==> src/ptm_timer_map.vh <==
// Register offsets, field positions, reset values and timing counts for the periodic timer.
// Assumes inclusion by the periodic timer design and by the verification side; definitions only.
`ifndef PTM_TIMER_MAP_VH
`define PTM_TIMER_MAP_VH
`define PTM_OFS_CTRL0     4'h0
`define PTM_OFS_CTRL1     4'h1
`define PTM_OFS_CNT_LO    4'h2
`define PTM_OFS_CNT_HI    4'h3
`define PTM_OFS_CMPA_LO   4'h4
`define PTM_OFS_CMPA_HI   4'h5
`define PTM_OFS_CMPP_LO   4'h6
`define PTM_OFS_CMPP_HI   4'h7
`define PTM_OFS_STATUS    4'h8
`define PTM_CTRL0_RESET   8'h00
`define PTM_CTRL1_RESET   8'h00
`define PTM_CTRL0_WMASK   8'hf8
`define PTM_C0_PAUSE      7
`define PTM_C0_CKSEL_HI   6
`define PTM_C0_CKSEL_LO   4
`define PTM_C0_RUN        3
`define PTM_C1_MODE_HI    7
`define PTM_C1_MODE_LO    6
`define PTM_C1_PIN_HI     5
`define PTM_C1_PIN_LO     4
`define PTM_C1_OCTL       3
`define PTM_C1_POL        2
`define PTM_C1_CAPSRC     1
`define PTM_C1_CLRSEL     0
`define PTM_MODE_CMP      2'h0
`define PTM_MODE_CAP      2'h1
`define PTM_MODE_PWM      2'h2
`define PTM_MODE_TMR      2'h3
`define PTM_CK_SYS4       3'h0
`define PTM_CK_SYS        3'h1
`define PTM_CK_H16        3'h2
`define PTM_CK_H64        3'h3
`define PTM_CK_SUB0       3'h4
`define PTM_CK_SUB1       3'h5
`define PTM_CK_EXTR       3'h6
`define PTM_CK_EXTF       3'h7
`define PTM_DIV_SYS4      8'd4
`define PTM_DIV_H16       8'd16
`define PTM_DIV_H64       8'd64
`define PTM_CNT_MAX       10'h3ff
`endif

==> src/ptm_periodic_timer.v <==
// Periodic timer: 10-bit up-counter, comparators A and P, Wishbone register slave, output pins.
// Assumes one 125 MHz clock, synchronous pins, and sub and high clocks given as enable pulses.
`timescale 1ns/1ps
`include "ptm_timer_map.vh"
module ptm_periodic_timer #(
  parameter CNT_W = 10
) (
  // Clock and reset.
  input  wire             clk,
  input  wire             rst_n,
  // Wishbone classic slave.
  input  wire             wb_cyc_i,
  input  wire             wb_stb_i,
  input  wire             wb_we_i,
  input  wire [3:0]       wb_adr_i,
  input  wire [7:0]       wb_dat_i,
  input  wire             wb_sel_i,
  output reg  [7:0]       wb_dat_o,
  output reg              wb_ack_o,
  // Clock enables from the oscillator block.
  input  wire             highClkEn,
  input  wire             subClkEn,
  // Pins.
  input  wire             externalClockPin,
  input  wire             captureInputPin,
  output reg              timerOutputPin,
  output reg              timerOutputInvertedPin,
  // Events.
  output reg              matchAPulse,
  output reg              matchPPulse
);
  // Control registers and shared staging buffer.
  reg  [7:0]       ctrl0_ff;
  reg  [7:0]       ctrl1_ff;
  reg  [7:0]       stageBuf_ff;
  reg  [CNT_W-1:0] counter_ff;
  reg  [CNT_W-1:0] cmpA_ff;
  reg  [CNT_W-1:0] cmpP_ff;
  reg  [CNT_W-1:0] capture_ff;
  reg              runPrev_ff;
  reg              outLevel_ff;
  reg              extPrev_ff;
  reg              trigPrev_ff;
  reg              pulseDone_ff;
  reg  [1:0]       status_ff;
  reg  [7:0]       divSys_ff;
  reg  [7:0]       divHigh_ff;
  wire             countPause   = ctrl0_ff[`PTM_C0_PAUSE];
  wire [2:0]       clockSelect  = ctrl0_ff[`PTM_C0_CKSEL_HI:`PTM_C0_CKSEL_LO];
  wire             runEnable    = ctrl0_ff[`PTM_C0_RUN];
  wire [1:0]       modeSelect   = ctrl1_ff[`PTM_C1_MODE_HI:`PTM_C1_MODE_LO];
  wire [1:0]       pinFunction  = ctrl1_ff[`PTM_C1_PIN_HI:`PTM_C1_PIN_LO];
  wire             outputCtl    = ctrl1_ff[`PTM_C1_OCTL];
  wire             outputPol    = ctrl1_ff[`PTM_C1_POL];
  wire             captureSrc   = ctrl1_ff[`PTM_C1_CAPSRC];
  wire             clearSel     = ctrl1_ff[`PTM_C1_CLRSEL];
  wire             runRise      = runEnable & ~runPrev_ff;
  wire             busReq       = wb_cyc_i & wb_stb_i & ~wb_ack_o;
  wire             busWr        = busReq & wb_we_i & wb_sel_i;
  wire             busRd        = busReq & ~wb_we_i;

  // Access-offset decode used by both the write and read paths.
  function isAt;
    input [3:0] adr;
    input [3:0] ofs;
    begin
      isAt = (adr == ofs);
    end
  endfunction

  // Count enable from the selected source; external edges compare the live pin with a registered copy of it.
  reg tickSrc;
  always @* begin
    case (clockSelect)
      `PTM_CK_SYS4: tickSrc = (divSys_ff == `PTM_DIV_SYS4 - 8'd1);
      `PTM_CK_SYS:  tickSrc = 1'b1;
      `PTM_CK_H16:  tickSrc = highClkEn & (divHigh_ff[3:0] == 4'hf);
      `PTM_CK_H64:  tickSrc = highClkEn & (divHigh_ff[5:0] == 6'h3f);
      `PTM_CK_SUB0: tickSrc = subClkEn;
      `PTM_CK_SUB1: tickSrc = subClkEn;
      `PTM_CK_EXTR: tickSrc = externalClockPin & ~extPrev_ff;
      `PTM_CK_EXTF: tickSrc = ~externalClockPin & extPrev_ff;
      default:      tickSrc = 1'b0;
    endcase
  end
  wire tick = tickSrc & runEnable & ~countPause;

  // Comparators run every cycle against the live count.
  wire eqA      = (counter_ff == cmpA_ff);
  wire eqP      = (counter_ff == cmpP_ff);
  wire atMax    = (counter_ff == `PTM_CNT_MAX);
  wire isPwm    = (modeSelect == `PTM_MODE_PWM);
  wire isCap    = (modeSelect == `PTM_MODE_CAP);
  wire cmpLike  = (modeSelect == `PTM_MODE_CMP) | (modeSelect == `PTM_MODE_TMR);
  // A hit is taken when the counter is about to leave the matching value.
  wire hitA     = tick & eqA & (cmpA_ff != {CNT_W{1'b0}});
  wire hitP     = tick & eqP & (cmpP_ff != {CNT_W{1'b0}}) & ~(cmpLike & clearSel);
  wire overflow = tick & atMax;
  reg  clearNow;
  always @* begin
    if (cmpLike) begin
      clearNow = clearSel ? hitA : (hitP | (overflow & (cmpP_ff == {CNT_W{1'b0}})));
    end else begin
      clearNow = hitP | (overflow & (cmpP_ff == {CNT_W{1'b0}}));
    end
  end

  // Capture trigger edge selection.
  wire trig     = captureSrc ? externalClockPin : captureInputPin;
  reg  capEdge;
  always @* begin
    case (pinFunction)
      2'h0:    capEdge = trig & ~trigPrev_ff;
      2'h1:    capEdge = ~trig & trigPrev_ff;
      2'h2:    capEdge = trig ^ trigPrev_ff;
      default: capEdge = 1'b0;
    endcase
  end

  // Prescalers and edge history.
  always @(posedge clk) begin
    if (!rst_n) begin
      divSys_ff   <= 8'h00;
      divHigh_ff  <= 8'h00;
      extPrev_ff  <= 1'b0;
      trigPrev_ff <= 1'b0;
      runPrev_ff  <= 1'b0;
    end else begin
      divSys_ff   <= (divSys_ff == `PTM_DIV_SYS4 - 8'd1) ? 8'h00 : divSys_ff + 8'd1;
      if (highClkEn) begin
        divHigh_ff <= (divHigh_ff == `PTM_DIV_H64 - 8'd1) ? 8'h00 : divHigh_ff + 8'd1;
      end
      extPrev_ff  <= externalClockPin;
      trigPrev_ff <= trig;
      runPrev_ff  <= runEnable;
    end
  end

  // Counter: no software write path, cleared only by a run rise or by match and overflow.
  always @(posedge clk) begin
    if (!rst_n) begin
      counter_ff <= {CNT_W{1'b0}};
    end else if (runRise) begin
      counter_ff <= {CNT_W{1'b0}};
    end else if (clearNow | overflow) begin
      counter_ff <= {CNT_W{1'b0}};
    end else if (tick) begin
      counter_ff <= counter_ff + {{(CNT_W-1){1'b0}}, 1'b1};
    end
  end

  // Match request pulses and the counter capture register.
  always @(posedge clk) begin
    if (!rst_n) begin
      matchAPulse <= 1'b0;
      matchPPulse <= 1'b0;
      capture_ff  <= {CNT_W{1'b0}};
    end else begin
      matchAPulse <= hitA & ~runRise;
      matchPPulse <= (hitP | (overflow & ~clearSel & (cmpP_ff == {CNT_W{1'b0}}))) & ~runRise;
      if (isCap & runEnable & capEdge) begin
        capture_ff <= counter_ff;
      end
    end
  end

  // Output level before polarity: compare, PWM and single pulse behaviour.
  always @(posedge clk) begin
    if (!rst_n) begin
      outLevel_ff  <= 1'b0;
      pulseDone_ff <= 1'b0;
    end else if (runRise) begin
      outLevel_ff  <= isPwm ? ~outputCtl : outputCtl;
      pulseDone_ff <= 1'b0;
      if (isPwm & (pinFunction == 2'h3)) begin
        outLevel_ff <= outputCtl;
      end
    end else if (modeSelect == `PTM_MODE_CMP) begin
      if (hitA) begin
        case (pinFunction)
          2'h1:    outLevel_ff <= 1'b0;
          2'h2:    outLevel_ff <= 1'b1;
          2'h3:    outLevel_ff <= ~outLevel_ff;
          default: outLevel_ff <= outLevel_ff;
        endcase
      end
    end else if (isPwm) begin
      case (pinFunction)
        2'h0:    outLevel_ff <= ~outputCtl;
        2'h1:    outLevel_ff <= outputCtl;
        2'h2:    outLevel_ff <= (counter_ff < cmpA_ff) ? outputCtl : ~outputCtl;
        default: begin
          if ((hitA | clearNow) & ~pulseDone_ff) begin
            outLevel_ff  <= ~outputCtl;
            pulseDone_ff <= 1'b1;
          end
        end
      endcase
    end
  end

  // Pins; timer/counter mode ignores polarity but keeps the control level, the inverted pin is the complement of the primary.
  wire polApplied = (modeSelect == `PTM_MODE_TMR) ? 1'b0 : outputPol;
  wire pinNext    = outLevel_ff ^ polApplied;
  always @(posedge clk) begin
    if (!rst_n) begin
      timerOutputPin         <= 1'b0;
      timerOutputInvertedPin <= 1'b1;
    end else begin
      timerOutputPin         <= pinNext;
      timerOutputInvertedPin <= ~pinNext;
    end
  end

  // Register writes; the high-byte write commits the shared buffer to the low half.
  always @(posedge clk) begin
    if (!rst_n) begin
      ctrl0_ff    <= `PTM_CTRL0_RESET;
      ctrl1_ff    <= `PTM_CTRL1_RESET;
      cmpA_ff     <= {CNT_W{1'b0}};
      cmpP_ff     <= {CNT_W{1'b0}};
      stageBuf_ff <= 8'h00;
    end else begin
      if (busWr & isAt(wb_adr_i, `PTM_OFS_CTRL0)) begin
        ctrl0_ff <= wb_dat_i & `PTM_CTRL0_WMASK;
      end
      if (busWr & isAt(wb_adr_i, `PTM_OFS_CTRL1)) begin
        ctrl1_ff <= wb_dat_i;
      end
      if (busWr & (isAt(wb_adr_i, `PTM_OFS_CMPA_LO) | isAt(wb_adr_i, `PTM_OFS_CMPP_LO))) begin
        stageBuf_ff <= wb_dat_i;
      end
      if (busWr & isAt(wb_adr_i, `PTM_OFS_CMPA_HI)) begin
        cmpA_ff <= {wb_dat_i[CNT_W-9:0], stageBuf_ff};
      end
      if (busWr & isAt(wb_adr_i, `PTM_OFS_CMPP_HI)) begin
        cmpP_ff <= {wb_dat_i[CNT_W-9:0], stageBuf_ff};
      end
      if (busRd & isAt(wb_adr_i, `PTM_OFS_CNT_HI)) begin
        stageBuf_ff <= counter_ff[7:0];
      end
      if (busRd & isAt(wb_adr_i, `PTM_OFS_CMPA_HI)) begin
        stageBuf_ff <= cmpA_ff[7:0];
      end
      if (busRd & isAt(wb_adr_i, `PTM_OFS_CMPP_HI)) begin
        stageBuf_ff <= cmpP_ff[7:0];
      end
    end
  end

  // Read mux; low bytes return the staging buffer, unmapped offsets read zero.
  reg [7:0] nxt_rdData;
  always @* begin
    nxt_rdData = 8'h00;
    case (wb_adr_i)
      `PTM_OFS_CTRL0:   nxt_rdData = ctrl0_ff;
      `PTM_OFS_CTRL1:   nxt_rdData = ctrl1_ff;
      `PTM_OFS_CNT_LO:  nxt_rdData = stageBuf_ff;
      `PTM_OFS_CNT_HI:  nxt_rdData = {6'h00, counter_ff[CNT_W-1:8]};
      `PTM_OFS_CMPA_LO: nxt_rdData = stageBuf_ff;
      `PTM_OFS_CMPA_HI: nxt_rdData = {6'h00, cmpA_ff[CNT_W-1:8]};
      `PTM_OFS_CMPP_LO: nxt_rdData = stageBuf_ff;
      `PTM_OFS_CMPP_HI: nxt_rdData = {6'h00, cmpP_ff[CNT_W-1:8]};
      `PTM_OFS_STATUS:  nxt_rdData = {6'h00, capture_ff[CNT_W-1:8]};
      default:          nxt_rdData = 8'h00;
    endcase
  end

  // Single-wait-state ack; it drops the cycle after it is given.
  always @(posedge clk) begin
    if (!rst_n) begin
      wb_ack_o <= 1'b0;
      wb_dat_o <= 8'h00;
      status_ff <= 2'h0;
    end else begin
      wb_ack_o <= busReq;
      wb_dat_o <= busRd ? nxt_rdData : 8'h00;
      status_ff <= 2'h0;
    end
  end
endmodule

==> config.mk <==
export PLATFORM = sky130hd
export DESIGN_NAME = ptm_periodic_timer
export DESIGN_NICKNAME = d
export VERILOG_FILES = /design/src/ptm_periodic_timer.v
export VERILOG_INCLUDE_DIRS = /design/src /design/src/src
export SDC_FILE = /design/constraint.sdc
export NUM_CORES = 1
export LEC_CHECK = 0
export ABC_CLOCK_PERIOD_IN_PS = 2400
export CAP_MARGIN = 20
export CORE_MARGIN = 2
export CORE_UTILIZATION = 41
export DETAILED_ROUTE_END_ITERATION = 6
export DONT_BUFFER_PORTS = 1
export SYNTH_ARGS = -nofsm -noshare
export SYNTH_HDL_FRONTEND = slang
export SYNTH_SLANG_ARGS = --single-unit
==> constraint.sdc <==
create_clock -name clk -period 2.4 [get_ports clk]
set_clock_uncertainty 0.2 [all_clocks]
set_input_delay 0.12 -clock clk [delete_from_list [all_inputs] [get_ports clk]]
set_output_delay 0.12 -clock clk [all_outputs]
set_load 0.005 [all_outputs]
# Yosys cells after proc, flatten, opt, wreduce, memory -nomap -nowiden

Cells that the tools add are included.

Bits in registers: 95
Input port bits: 22
Output and inout port bits: 13
Word-level logic and storage cells: 159

Add/subtract/negate cells: 3
Magnitude comparators: 1
Equality and inequality tests: 30
Multiplexer cells: 22
Bitwise logic cells: 64
Reduce and logical (&&, ||, !) cells: 19

Operator list:

| kind                                           | count |
|---|---|
| case mux 8 bit (7 select lines)                | 1 |
| two-way mux 8 bit                              | 5 |
| bitwise AND 1 bit                              | 38 |
| == test 10 bit                                 | 2 |
| nonzero test 10 bit                            | 2 |
| inverter 1 bit                                 | 18 |
| adder 8 x 1 -> 8 bit (second input constant)   | 2 |
| == test 4 x 3 -> 1 bit (second input constant) | 4 |
| == test 3 bit (second input constant)          | 4 |
| two-way mux 1 bit                              | 12 |
| adder 10 x 1 -> 10 bit (second input constant) | 1 |
| == test 10 bit (second input constant)         | 1 |
| logical NOT 10 bit                             | 1 |
| less-than comparator 10 bit                    | 1 |
| case mux 1 bit (3 select lines)                | 3 |
| OR reduction 3 bit                             | 3 |
| == test 2 bit (second input constant)          | 4 |
| == test 4 x 2 -> 1 bit (second input constant) | 2 |
| == test 4 bit (second input constant)          | 2 |
| == test 8 x 2 -> 1 bit (second input constant) | 1 |
| == test 8 x 6 -> 1 bit (second input constant) | 1 |
| AND reduction 4 bit                            | 2 |
| case mux 1 bit (7 select lines)                | 1 |
| == test 3 x 2 -> 1 bit (second input constant) | 2 |
| 16 further kinds                               | 26 |

# Longest topological paths before layout

Gate-level depths: netlist of the first run.

Word-level depth: 18
Depth in mapped cells: 9
Depth with buffers taken out: 8

# Worst setup path before layout of the first run

No wires, ideal clock.

Path kind: flip-flop to flip-flop
From: register divHigh_ff[0]
To: register counter_ff[0]
Setup time: 0.115 ns
Data arrival time: 1.780 ns
Slack: 0.305 ns
Cell stages (with the launch flop): 9
Buffers on the path: 1
Period minus slack after synthesis: 2.095 ns
Path through: dfxtp_1 -> ha_1 -> nand4_2 -> o311ai_1 -> o2111ai_4 -> nand2_1 -> a21o_1 -> buf_4 -> nor2_1

Cells in the longest elaborated chain, start to end: 13

RTL lines:

| item                                                  | line                                               | RTL |
|---|---|---|
| from (decl)                                           | ptm_periodic_timer.v:47                            | `reg [7:0] divHigh_ff;` |
| from (signal assigned)                                | ptm_periodic_timer.v:131                           | `` divHigh_ff <= (divHigh_ff == `PTM_DIV_H64 - 8'd1) ? 8'h00 : divHigh_ff + 8'd1; `` |
| == test 6 bit / == test 4 bit (equally long branches) | ptm_periodic_timer.v:78, ptm_periodic_timer.v:77   |  |
| bitwise AND 1 bit (on tied branches)                  | ptm_periodic_timer.v:78, ptm_periodic_timer.v:77   |  |
| case mux 1 bit (7 select lines) (*)                   | ptm_periodic_timer.v:74                            | `case (clockSelect)` |
| bitwise AND 1 bit (*) (2 in a row)                    | ptm_periodic_timer.v:86                            | `wire tick = tickSrc & runEnable & ~countPause;` |
| bitwise AND 1 bit (3 in a row)                        | ptm_periodic_timer.v:97                            | `wire hitP = tick & eqP & (cmpP_ff != {CNT_W{1'b0}}) & ~(cmpLike & clearSel);` |
| bitwise OR 1 bit                                      | ptm_periodic_timer.v:102, ptm_periodic_timer.v:104 |  |
| two-way mux 1 bit                                     | ptm_periodic_timer.v:102                           | `clearNow = clearSel ? hitA : (hitP \| (overflow & (cmpP_ff == {CNT_W{1'b0}})));` |
| two-way mux 1 bit                                     | ptm_periodic_timer.v:101                           | `if (cmpLike) begin` |
| bitwise OR 1 bit                                      | ptm_periodic_timer.v:145                           | `end else if (clearNow \| overflow) begin` |
| OR reduction 3 bit (no line)                          | --                                                 |  |
| to (signal assigned)                                  | ptm_periodic_timer.v:144                           | `counter_ff <= {CNT_W{1'b0}};` |
| to (signal assigned)                                  | ptm_periodic_timer.v:146                           | `counter_ff <= {CNT_W{1'b0}};` |
| to (signal assigned)                                  | ptm_periodic_timer.v:148                           | `counter_ff <= counter_ff + {{(CNT_W-1){1'b0}}, 1'b1};` |
| to (decl)                                             | ptm_periodic_timer.v:36                            | `reg [CNT_W-1:0] counter_ff;` |

Every way passes the cells marked *; elsewhere a longest branch is shown, timed or not.
A chain may end at the register's enable or synchronous reset.

# Final worst setup path of the first run

From: register wb_ack_o
To: register ctrl1_ff[6]

Cells in the longest elaborated chain, start to end: 5

RTL lines:

| item                           | line                     | RTL |
|---|---|---|
| from (decl)                    | ptm_periodic_timer.v:19  | `output reg wb_ack_o,` |
| from (signal assigned)         | ptm_periodic_timer.v:276 | `wb_ack_o <= busReq;` |
| inverter 1 bit                 | ptm_periodic_timer.v:58  | `wire busReq = wb_cyc_i & wb_stb_i & ~wb_ack_o;` |
| bitwise AND 1 bit              | ptm_periodic_timer.v:58  |  |
| bitwise AND 1 bit (2 in a row) | ptm_periodic_timer.v:59  | `wire busWr = busReq & wb_we_i & wb_sel_i;` |
| bitwise AND 1 bit              | ptm_periodic_timer.v:227 | `` if (busWr & isAt(wb_adr_i, `PTM_OFS_CTRL1)) begin `` |
| to (signal assigned)           | ptm_periodic_timer.v:219 | `` ctrl1_ff <= `PTM_CTRL1_RESET; `` |
| to (signal assigned)           | ptm_periodic_timer.v:228 | `ctrl1_ff <= wb_dat_i;` |
| to (decl)                      | ptm_periodic_timer.v:34  | `reg [7:0] ctrl1_ff;` |

No other way between the ends.

==> summary.md, run 1 <==
| Metric | Value |
|---|---|
| Outcome | complete, no violations |
| Hold Vio Cnt, Final | 0 |
| Diode count | 0 |
| I/O pin count | 35 |
| Int Power | 2.36 mW |
| Mapped Nets | 595 |
| Netlist cell types | 54 |
| #FFs+latches synth | 87 |
| Worst EP arrival | 2.39 ns |
| Tcrit/Tclk final | 0.959 |
| Rel. slew slack | 0.573 |
| DR DRC count | 0 |
| Critical Path End Type | flop |
| RSZ-0062 raised after global routing | true |
| CTS tree | built |
| Via count | 4074 |
| GR Util met3 | 0.0544 |
| Met1 GRT Util | 0.264 |
| Synth top area cells | dfxtp_1, mux2i_1, ha_1, nor2b_1, nand2_1 |
| Leakage | 2.05 nW |
| Power Density | 548 nW/um^2 |
| Area leader, netlist | dfxtp_1 |
| Setup_tns | 0 ns |
| GRT busiest layer | met2 |
| Die Y | 112 um |
| Number of setup buffers added after CTS | 0 |
| Routed WL | 12600 um |
| Gr usage total | 0.209 |
| Post-Syn Area | 4770 sq um |
| YS warnings | 0 |
| Max Cap Violations | 0 |
| Syn Inst Count | 550 |
| Post-route ant nets | 0 |
| Yosys top cell area share | 0.365 |
| RD Place Congestion | 0.898 |
| IO Port Bufs | 0 |
| First-pass GRT wire length | 20500 um |
| Critical path class | flop to flop |
| CP max FO | 7 |
| Avg Cell Area, Syn | 8.68 sq um |
| CTS Buf Count | 9 |
| Combinational group share of total power | 0.054 |
| Initial antenna violation count | 0 |
| Share of layout cells above drive strength 1 | 0.123 |
| Required @ worst endpoint | 2.49 ns |
| Switch share | 0.240 |
| Power share of the sequential group | 0.475 |
| Vias in the first global route | 3986 |
| Clk_lat worst skew | 0.36 ns |
| F_max | 434 MHz |
| Vias per cell | 5.53 |
| Hold/Removal Path Class | input port to flop |
| Met2 usage | 0.333 |
| Max Slew Vio Count | 0 |
| DRT Pass-1 Iters | 5 |
| Nets | 634 |
| DP HPWL | 9200 um |
| CTS Buffer Depth | 2 |
| Number of flops mapped to enable cells by yosys | 0 |
| Startpoint types | flop |
| Min cycle time layout | 2.30 ns |
| Worst hold margin | 0.00991 ns |
| CTS clk-pin slew, worst paths | 0.07 ns |
| Largest net degree at the start of global routing | 61 |
| Initial core utilization | 0.420 |
| Core ar. | 11400 sq um |
| Drt wl/cell | 17.1 um |
| Iteration-0 DRC Markers | 280 |
| Psw | 747 uW |
| # rows | 39 |
| Die width | 112 um |
| GRT overflow | 0 |
| # H-tree levels | 3 |
| Cell with the most instances after synthesis | dfxtp_1 |
| Root Buffer | clkbuf_16 |
| Clock power share | 0.471 |
| Top_reg_cell synth | dfxtp_1 |
| Max VDD drop | 0.652 mV |
| Most common library cells after synthesis | dfxtp_1, nand2_1, nor2_1 |
| Area Growth Syn to Fin | 18.8% |
| Worst-margin pin slew | 0.640 ns |
| Clk sinks | 87 |
| Post-synth ARST share | 0 |
| Sequential area share after synthesis | 0.365 |
| Endpoints failing setup | 0 |
| DIE AREA | 12500 sq um |
critical path, cell delays in order (launching register included):
cell and delay (ns):
dfxtp_1 0.36, nor2_1 0.22, nand3_2 0.24, nor3_2 0.24
buf_4 0.19, nand2_1 0.06, dlygate4sd3_1 0.55, a21boi_0 0.16
layout by cell type (no fill, tap or decap), drive strengths merged, types with 3 or more instances in the layout:
cell type,count
a31oi,10
a211oi,18
o21ai,15
nand4,9
a21boi,9
nand3,18
o211ai,5
inv,33
xnor2,15
or3,3
and2,5
xor2,17
a21oi,31
dlygate4sd3,24
nand2b,5
or2,5
and3,4
mux2i,37
nor2b,33
ha,23
nor2,50
clkbuf,9
dfxtp,87
nor3,7
nand2,52
buf,28
nor4,13
kinds of logic after synthesis:
group                    Yosys count  share of synthesized area
XOR/XNOR                          32                     0.0587
AND/OR/NAND/NOR                  212                      0.237
multiplexers                      39                     0.0870
adder cells (fa/ha/maj)           23                     0.0603
AO/OA/AOI/OAI                    102                      0.147
flip-flops                        87                      0.365
buffers and inverters             55                     0.0459
layer usage:
metal	wire length, um	vias up
li1	-	2003
met1	5520	1945
met2	5960	96
met3	712	30
met4	388	0
met5	0	-
cell type report:
type	instances	area (sq um)
clock buffers	9	225
repair buffers	53	475
flip-flops and latches	87	1740
multi-input cells	408	2850
inverters	30	113
well taps	143	179
clock inverters	7	87.6
fillers	1076	5700
through the flow:
stage          total power [mW]  cell area [sq um]  setup WS [ns]   util  instances
2_1_floorplan              1.61               4770          0.305      -        550
3_3_place_gp               1.61               5050          0.142  0.445        695
3_5_place_dp               1.61               5050         0.0495  0.445        695
4_1_cts                    3.15               5630        0.00831  0.495        736
5_1_grt                    3.22               5670        -0.0664  0.499        737
6_report                   3.11               5670         0.0980  0.499        737
power groups by stage:
stage / sequential, mW / clock [mW] / combinational (mW)
after floorplan: 1.50 / 0 / 0.106
after global placement: 1.51 / 0 / 0.101
after detailed placement: 1.51 / 0 / 0.104
after CTS: 1.48 / 1.51 / 0.162
after global routing: 1.48 / 1.56 / 0.184
final: 1.48 / 1.47 / 0.167
registers in the layout (all words and copies together), names as in the netlist, 2 cells and up:
name	count
cmpA_ff	10
cmpP_ff	10
counter_ff	10
ctrl1_ff	8
divHigh_ff	8
divSys_ff	8
stageBuf_ff	8
wb_dat_o	8
ctrl0_ff	5
capture_ff	2
repair_timing:
item / CTS / global route
hold buffers: 25 / 1
endpoints found under the setup margin: 0 / 16
resized for setup: 0 / 8
endpoints found under the hold margin: 77 / 1
path summary, 6_finish.rpt:
| kind | depth (start not counted) | end | slack (ns) | start |
|---|---|---|---|---|
| worst max-delay path | 7 | ctrl1_ff[6] | 0.1 | wb_ack_o |
| worst min-delay path | 4 | ctrl1_ff[2] | 0.01 | wb_sel_i |
| worst max register to register | 7 | ctrl1_ff[6] | 0.1 | wb_ack_o |
| worst min register to register | 2 | pulseDone_ff | 0.28 | pulseDone_ff |
Note: power is estimated with default switching activity, not from simulation.
==> run 2, diff against run 1 <==
--- a/config.mk
+++ b/config.mk
@@ -6,7 +6,7 @@
 export SDC_FILE = /design/constraint.sdc
 export NUM_CORES = 1
 export LEC_CHECK = 0
-export ABC_CLOCK_PERIOD_IN_PS = 2400
+export ABC_CLOCK_PERIOD_IN_PS = 2020
 export CAP_MARGIN = 20
 export CORE_MARGIN = 2
 export CORE_UTILIZATION = 41
==> constraint.sdc (replaced) <==
create_clock -name clk -period 2.02 [get_ports clk]
set_clock_uncertainty 0.2 [all_clocks]
set_input_delay 0.101 -clock clk [delete_from_list [all_inputs] [get_ports clk]]
set_output_delay 0.101 -clock clk [all_outputs]
set_load 0.005 [all_outputs]
==> summary.md, run 2 (synthesis results as in run 1) <==
| Metric | Value |
|---|---|
| CP max-delay cell | or4bb_1 |
| Iteration-0 DRC Markers | 291 (+3.9%) |
| Worst EP arrival | 2.19 ns (-0.20 ns) |
| Hold Vio Cnt, Final | 1 (+1) |
| First-pass GRT wire length | 23500 um (+14%) |
| Critical Path End Type | flop |
| Critical path's top delay family | simple AND/OR/NAND/NOR gates |
| Met2 usage | 0.395 (+0.0618) |
| I/O pin count | 35 (unchanged) |
| Initial antenna violation count | 0 (unchanged) |
| Final core utilization | 0.578 (+0.0793) |
| Worst setup margin | -0.141 ns (-0.239 ns) |
| Min cycle time layout | 2.16 ns (-0.141 ns) |
| Root Buffer | clkbuf_16 |
| GRT busiest layer | met2 |
| Startpoint types | flop |
| R2r setup slk | -0.14 ns (-0.24 ns) |
| Rel. slew slack | 0.554 (-0.0197) |
| Most common cell after layout, fill and taps aside | buf_4 |
| Diode count | 0 (unchanged) |
| Die width | 112 um (unchanged) |
| Worst hold margin | -0.00305 ns (-0.0130 ns) |
| CTS Buf Count | 9 (unchanged) |
| CP max FO | 5 (-2) |
| CTS tree | built |
| Initial core utilization | 0.420 (unchanged) |
| Power Density | 568 nW/um^2 (+3.5%) |
| DRT Pass-1 Iters | 4 (-1) |
| Clk sinks | 87 (unchanged) |
| Vias per cell | 5.61 (+1.5%) |
| # H-tree levels | 3 (unchanged) |
| Critical path class | flop to flop |
| Gr usage total | 0.238 (+0.0292) |
| Largest net degree at the start of global routing | 60 (-1.6%) |
| Crit path depth | 7 (unchanged) |
| RD Place Congestion | 0.874 (-2.7%) |
| Worst-margin pin slew | 0.667 ns (+0.0273 ns) |
| RSZ-0062 raised after global routing | true |
| Share of layout cells above drive strength 1 | 0.295 (+0.173) |
| Max stage delay on crit path | 0.55 ns (about the same) |
| # rows | 39 (unchanged) |
| Met1 GRT Util | 0.304 (+0.0401) |
| Non-filler instance count after layout | 803 (+9.0%) |
| Hold depth | 4 (unchanged) |
| Reg2Reg Depth | 7 (unchanged) |
| CTS Buffer Depth | 2 (unchanged) |
| Routed WL | 14700 um (+17%) |
| Area Growth Syn to Fin | 37.7% |
| Reg2Reg Launch Point | ctrl0_ff[4] |
| Hold EP | stageBuf_ff[1] |
| F_max | 463 MHz (+6.5%) |
| GRT overflow | 0 (unchanged) |
| Clk_lat worst skew | 0.34 ns (-0.02 ns) |
| Worst Hold Launch | wb_dat_i[1] |
| Vias in the first global route | 4539 (+14%) |
| Drt wl/cell | 18.3 um (+7.3%) |
| DP Cell Count | 746 (+7.3%) |
| Max Slew Vio Count | 0 (unchanged) |
| Commonest cells after routing, fill and taps aside | buf_4, dfxtp_1, nand2_1 |
| Max VDD drop | 0.564 mV (-13%) |
| DIE AREA | 12500 sq um (unchanged) |
| Leakage | 2.43 nW (+19%) |
| Required @ worst endpoint | 2.05 ns (-0.44 ns) |
| Via count | 4505 (+11%) |
| Nets | 700 (+10%) |
| Post-route ant nets | 0 (unchanged) |
| Die Y | 112 um (unchanged) |
| CTS clk-pin slew, worst paths | 0.07 ns (about the same) |
| Buffers and inverters on the worst path | 1 (-1) |
| DR DRC count | 0 (unchanged) |
| GR Util met3 | 0.0566 (+0.00218) |
| Endpoints failing setup | 13 (+13) |
| Max Cap Violations | 0 (unchanged) |
| Top Registers | cmpA_ff x10, cmpP_ff x10, counter_ff x10 |
| Worst flop-to-flop path endpoint | outLevel_ff |
| Hold/Removal Path Class | input port to flop |
| Core ar. | 11400 sq um (unchanged) |
| DP HPWL | 9670 um (+5.2%) |
| Failing checks | negative hold slack, negative setup slack |
| IO Port Bufs | 0 (unchanged) |
| Outcome | finished with violations |
| Crit path cell chain | or4bb_1 -> o311ai_4 -> buf_6 -> o2111ai_4 -> a211oi_2 -> or3_1 -> o211ai_2 |
| Tcrit/Tclk final | 1.07 (+0.111) |
## run 2: final cells by class
class,count,area [sq um]
multi-input combinational,410,3210
clock buffer,10,239
tap,143,179
clock inverter,6,68.8
sequential,87,1760
timing repair buffer,117,1010
fill,978,4790
inverter,30,113
## run 2: worst max path at each step
stage,slack (ns),start,end
6_report,-0.14,ctrl0_ff[4],outLevel_ff
5_1_grt,-0.24,cmpA_ff[6],outLevel_ff
4_1_cts,-0.14,divHigh_ff[1],outLevel_ff
3_5_place_dp,-0.20,divHigh_ff[1],counter_ff[1]
3_3_place_gp,-0.15,divHigh_ff[0],counter_ff[2]
2_1_floorplan,0.03,cmpA_ff[5],outLevel_ff
## run 2: stage by stage
stage / hold WS [ns] / total power, mW / setup TNS (ns) / setup slack, ns / area, sq um
after floorplan: 0.0230 / 1.91 / 0 / 0.0269 / 4790
after global placement: 0.0290 / 1.94 / -2.10 / -0.155 / 5500
after detailed placement: 0.0323 / 1.95 / -2.69 / -0.200 / 5500
after CTS: 0.00173 / 3.75 / -1.28 / -0.144 / 6420
after global routing: 0.0367 / 3.85 / -2.72 / -0.238 / 6580
final: -0.00305 / 3.73 / -1.20 / -0.141 / 6580
## run 2: per-layer routing
metal | routed length, um | vias up
li1 | - | 2143
met1 | 6280 | 2171
met2 | 7060 | 163
met3 | 1040 | 28
met4 | 330 | 0
met5 | 0 | -
## run 2: worst register-to-register path, stage by stage, from the launching register on
cell and delay, ns:
dfxtp_1 0.31, or4bb_1 0.55, o311ai_4 0.11, buf_6 0.17, o2111ai_4 0.18, a211oi_2 0.29, or3_1 0.17, o211ai_2 0.07
## run 2: timing repair
item	CTS	global route
setup buffers	14	4
endpoints found under the setup margin	16	20
hold buffers	22	0
gates resized for setup	45	38
endpoints found under the hold margin	77	0
gates cloned	3	0
pin swaps	25	24
## run 2: where the power goes
group | leakage (nW) | internal, mW | switching, mW
clock | 0.137 | 0.997 | 0.724
combinational | 1.59 | 0.132 | 0.129
sequential | 0.709 | 1.73 | 0.0186
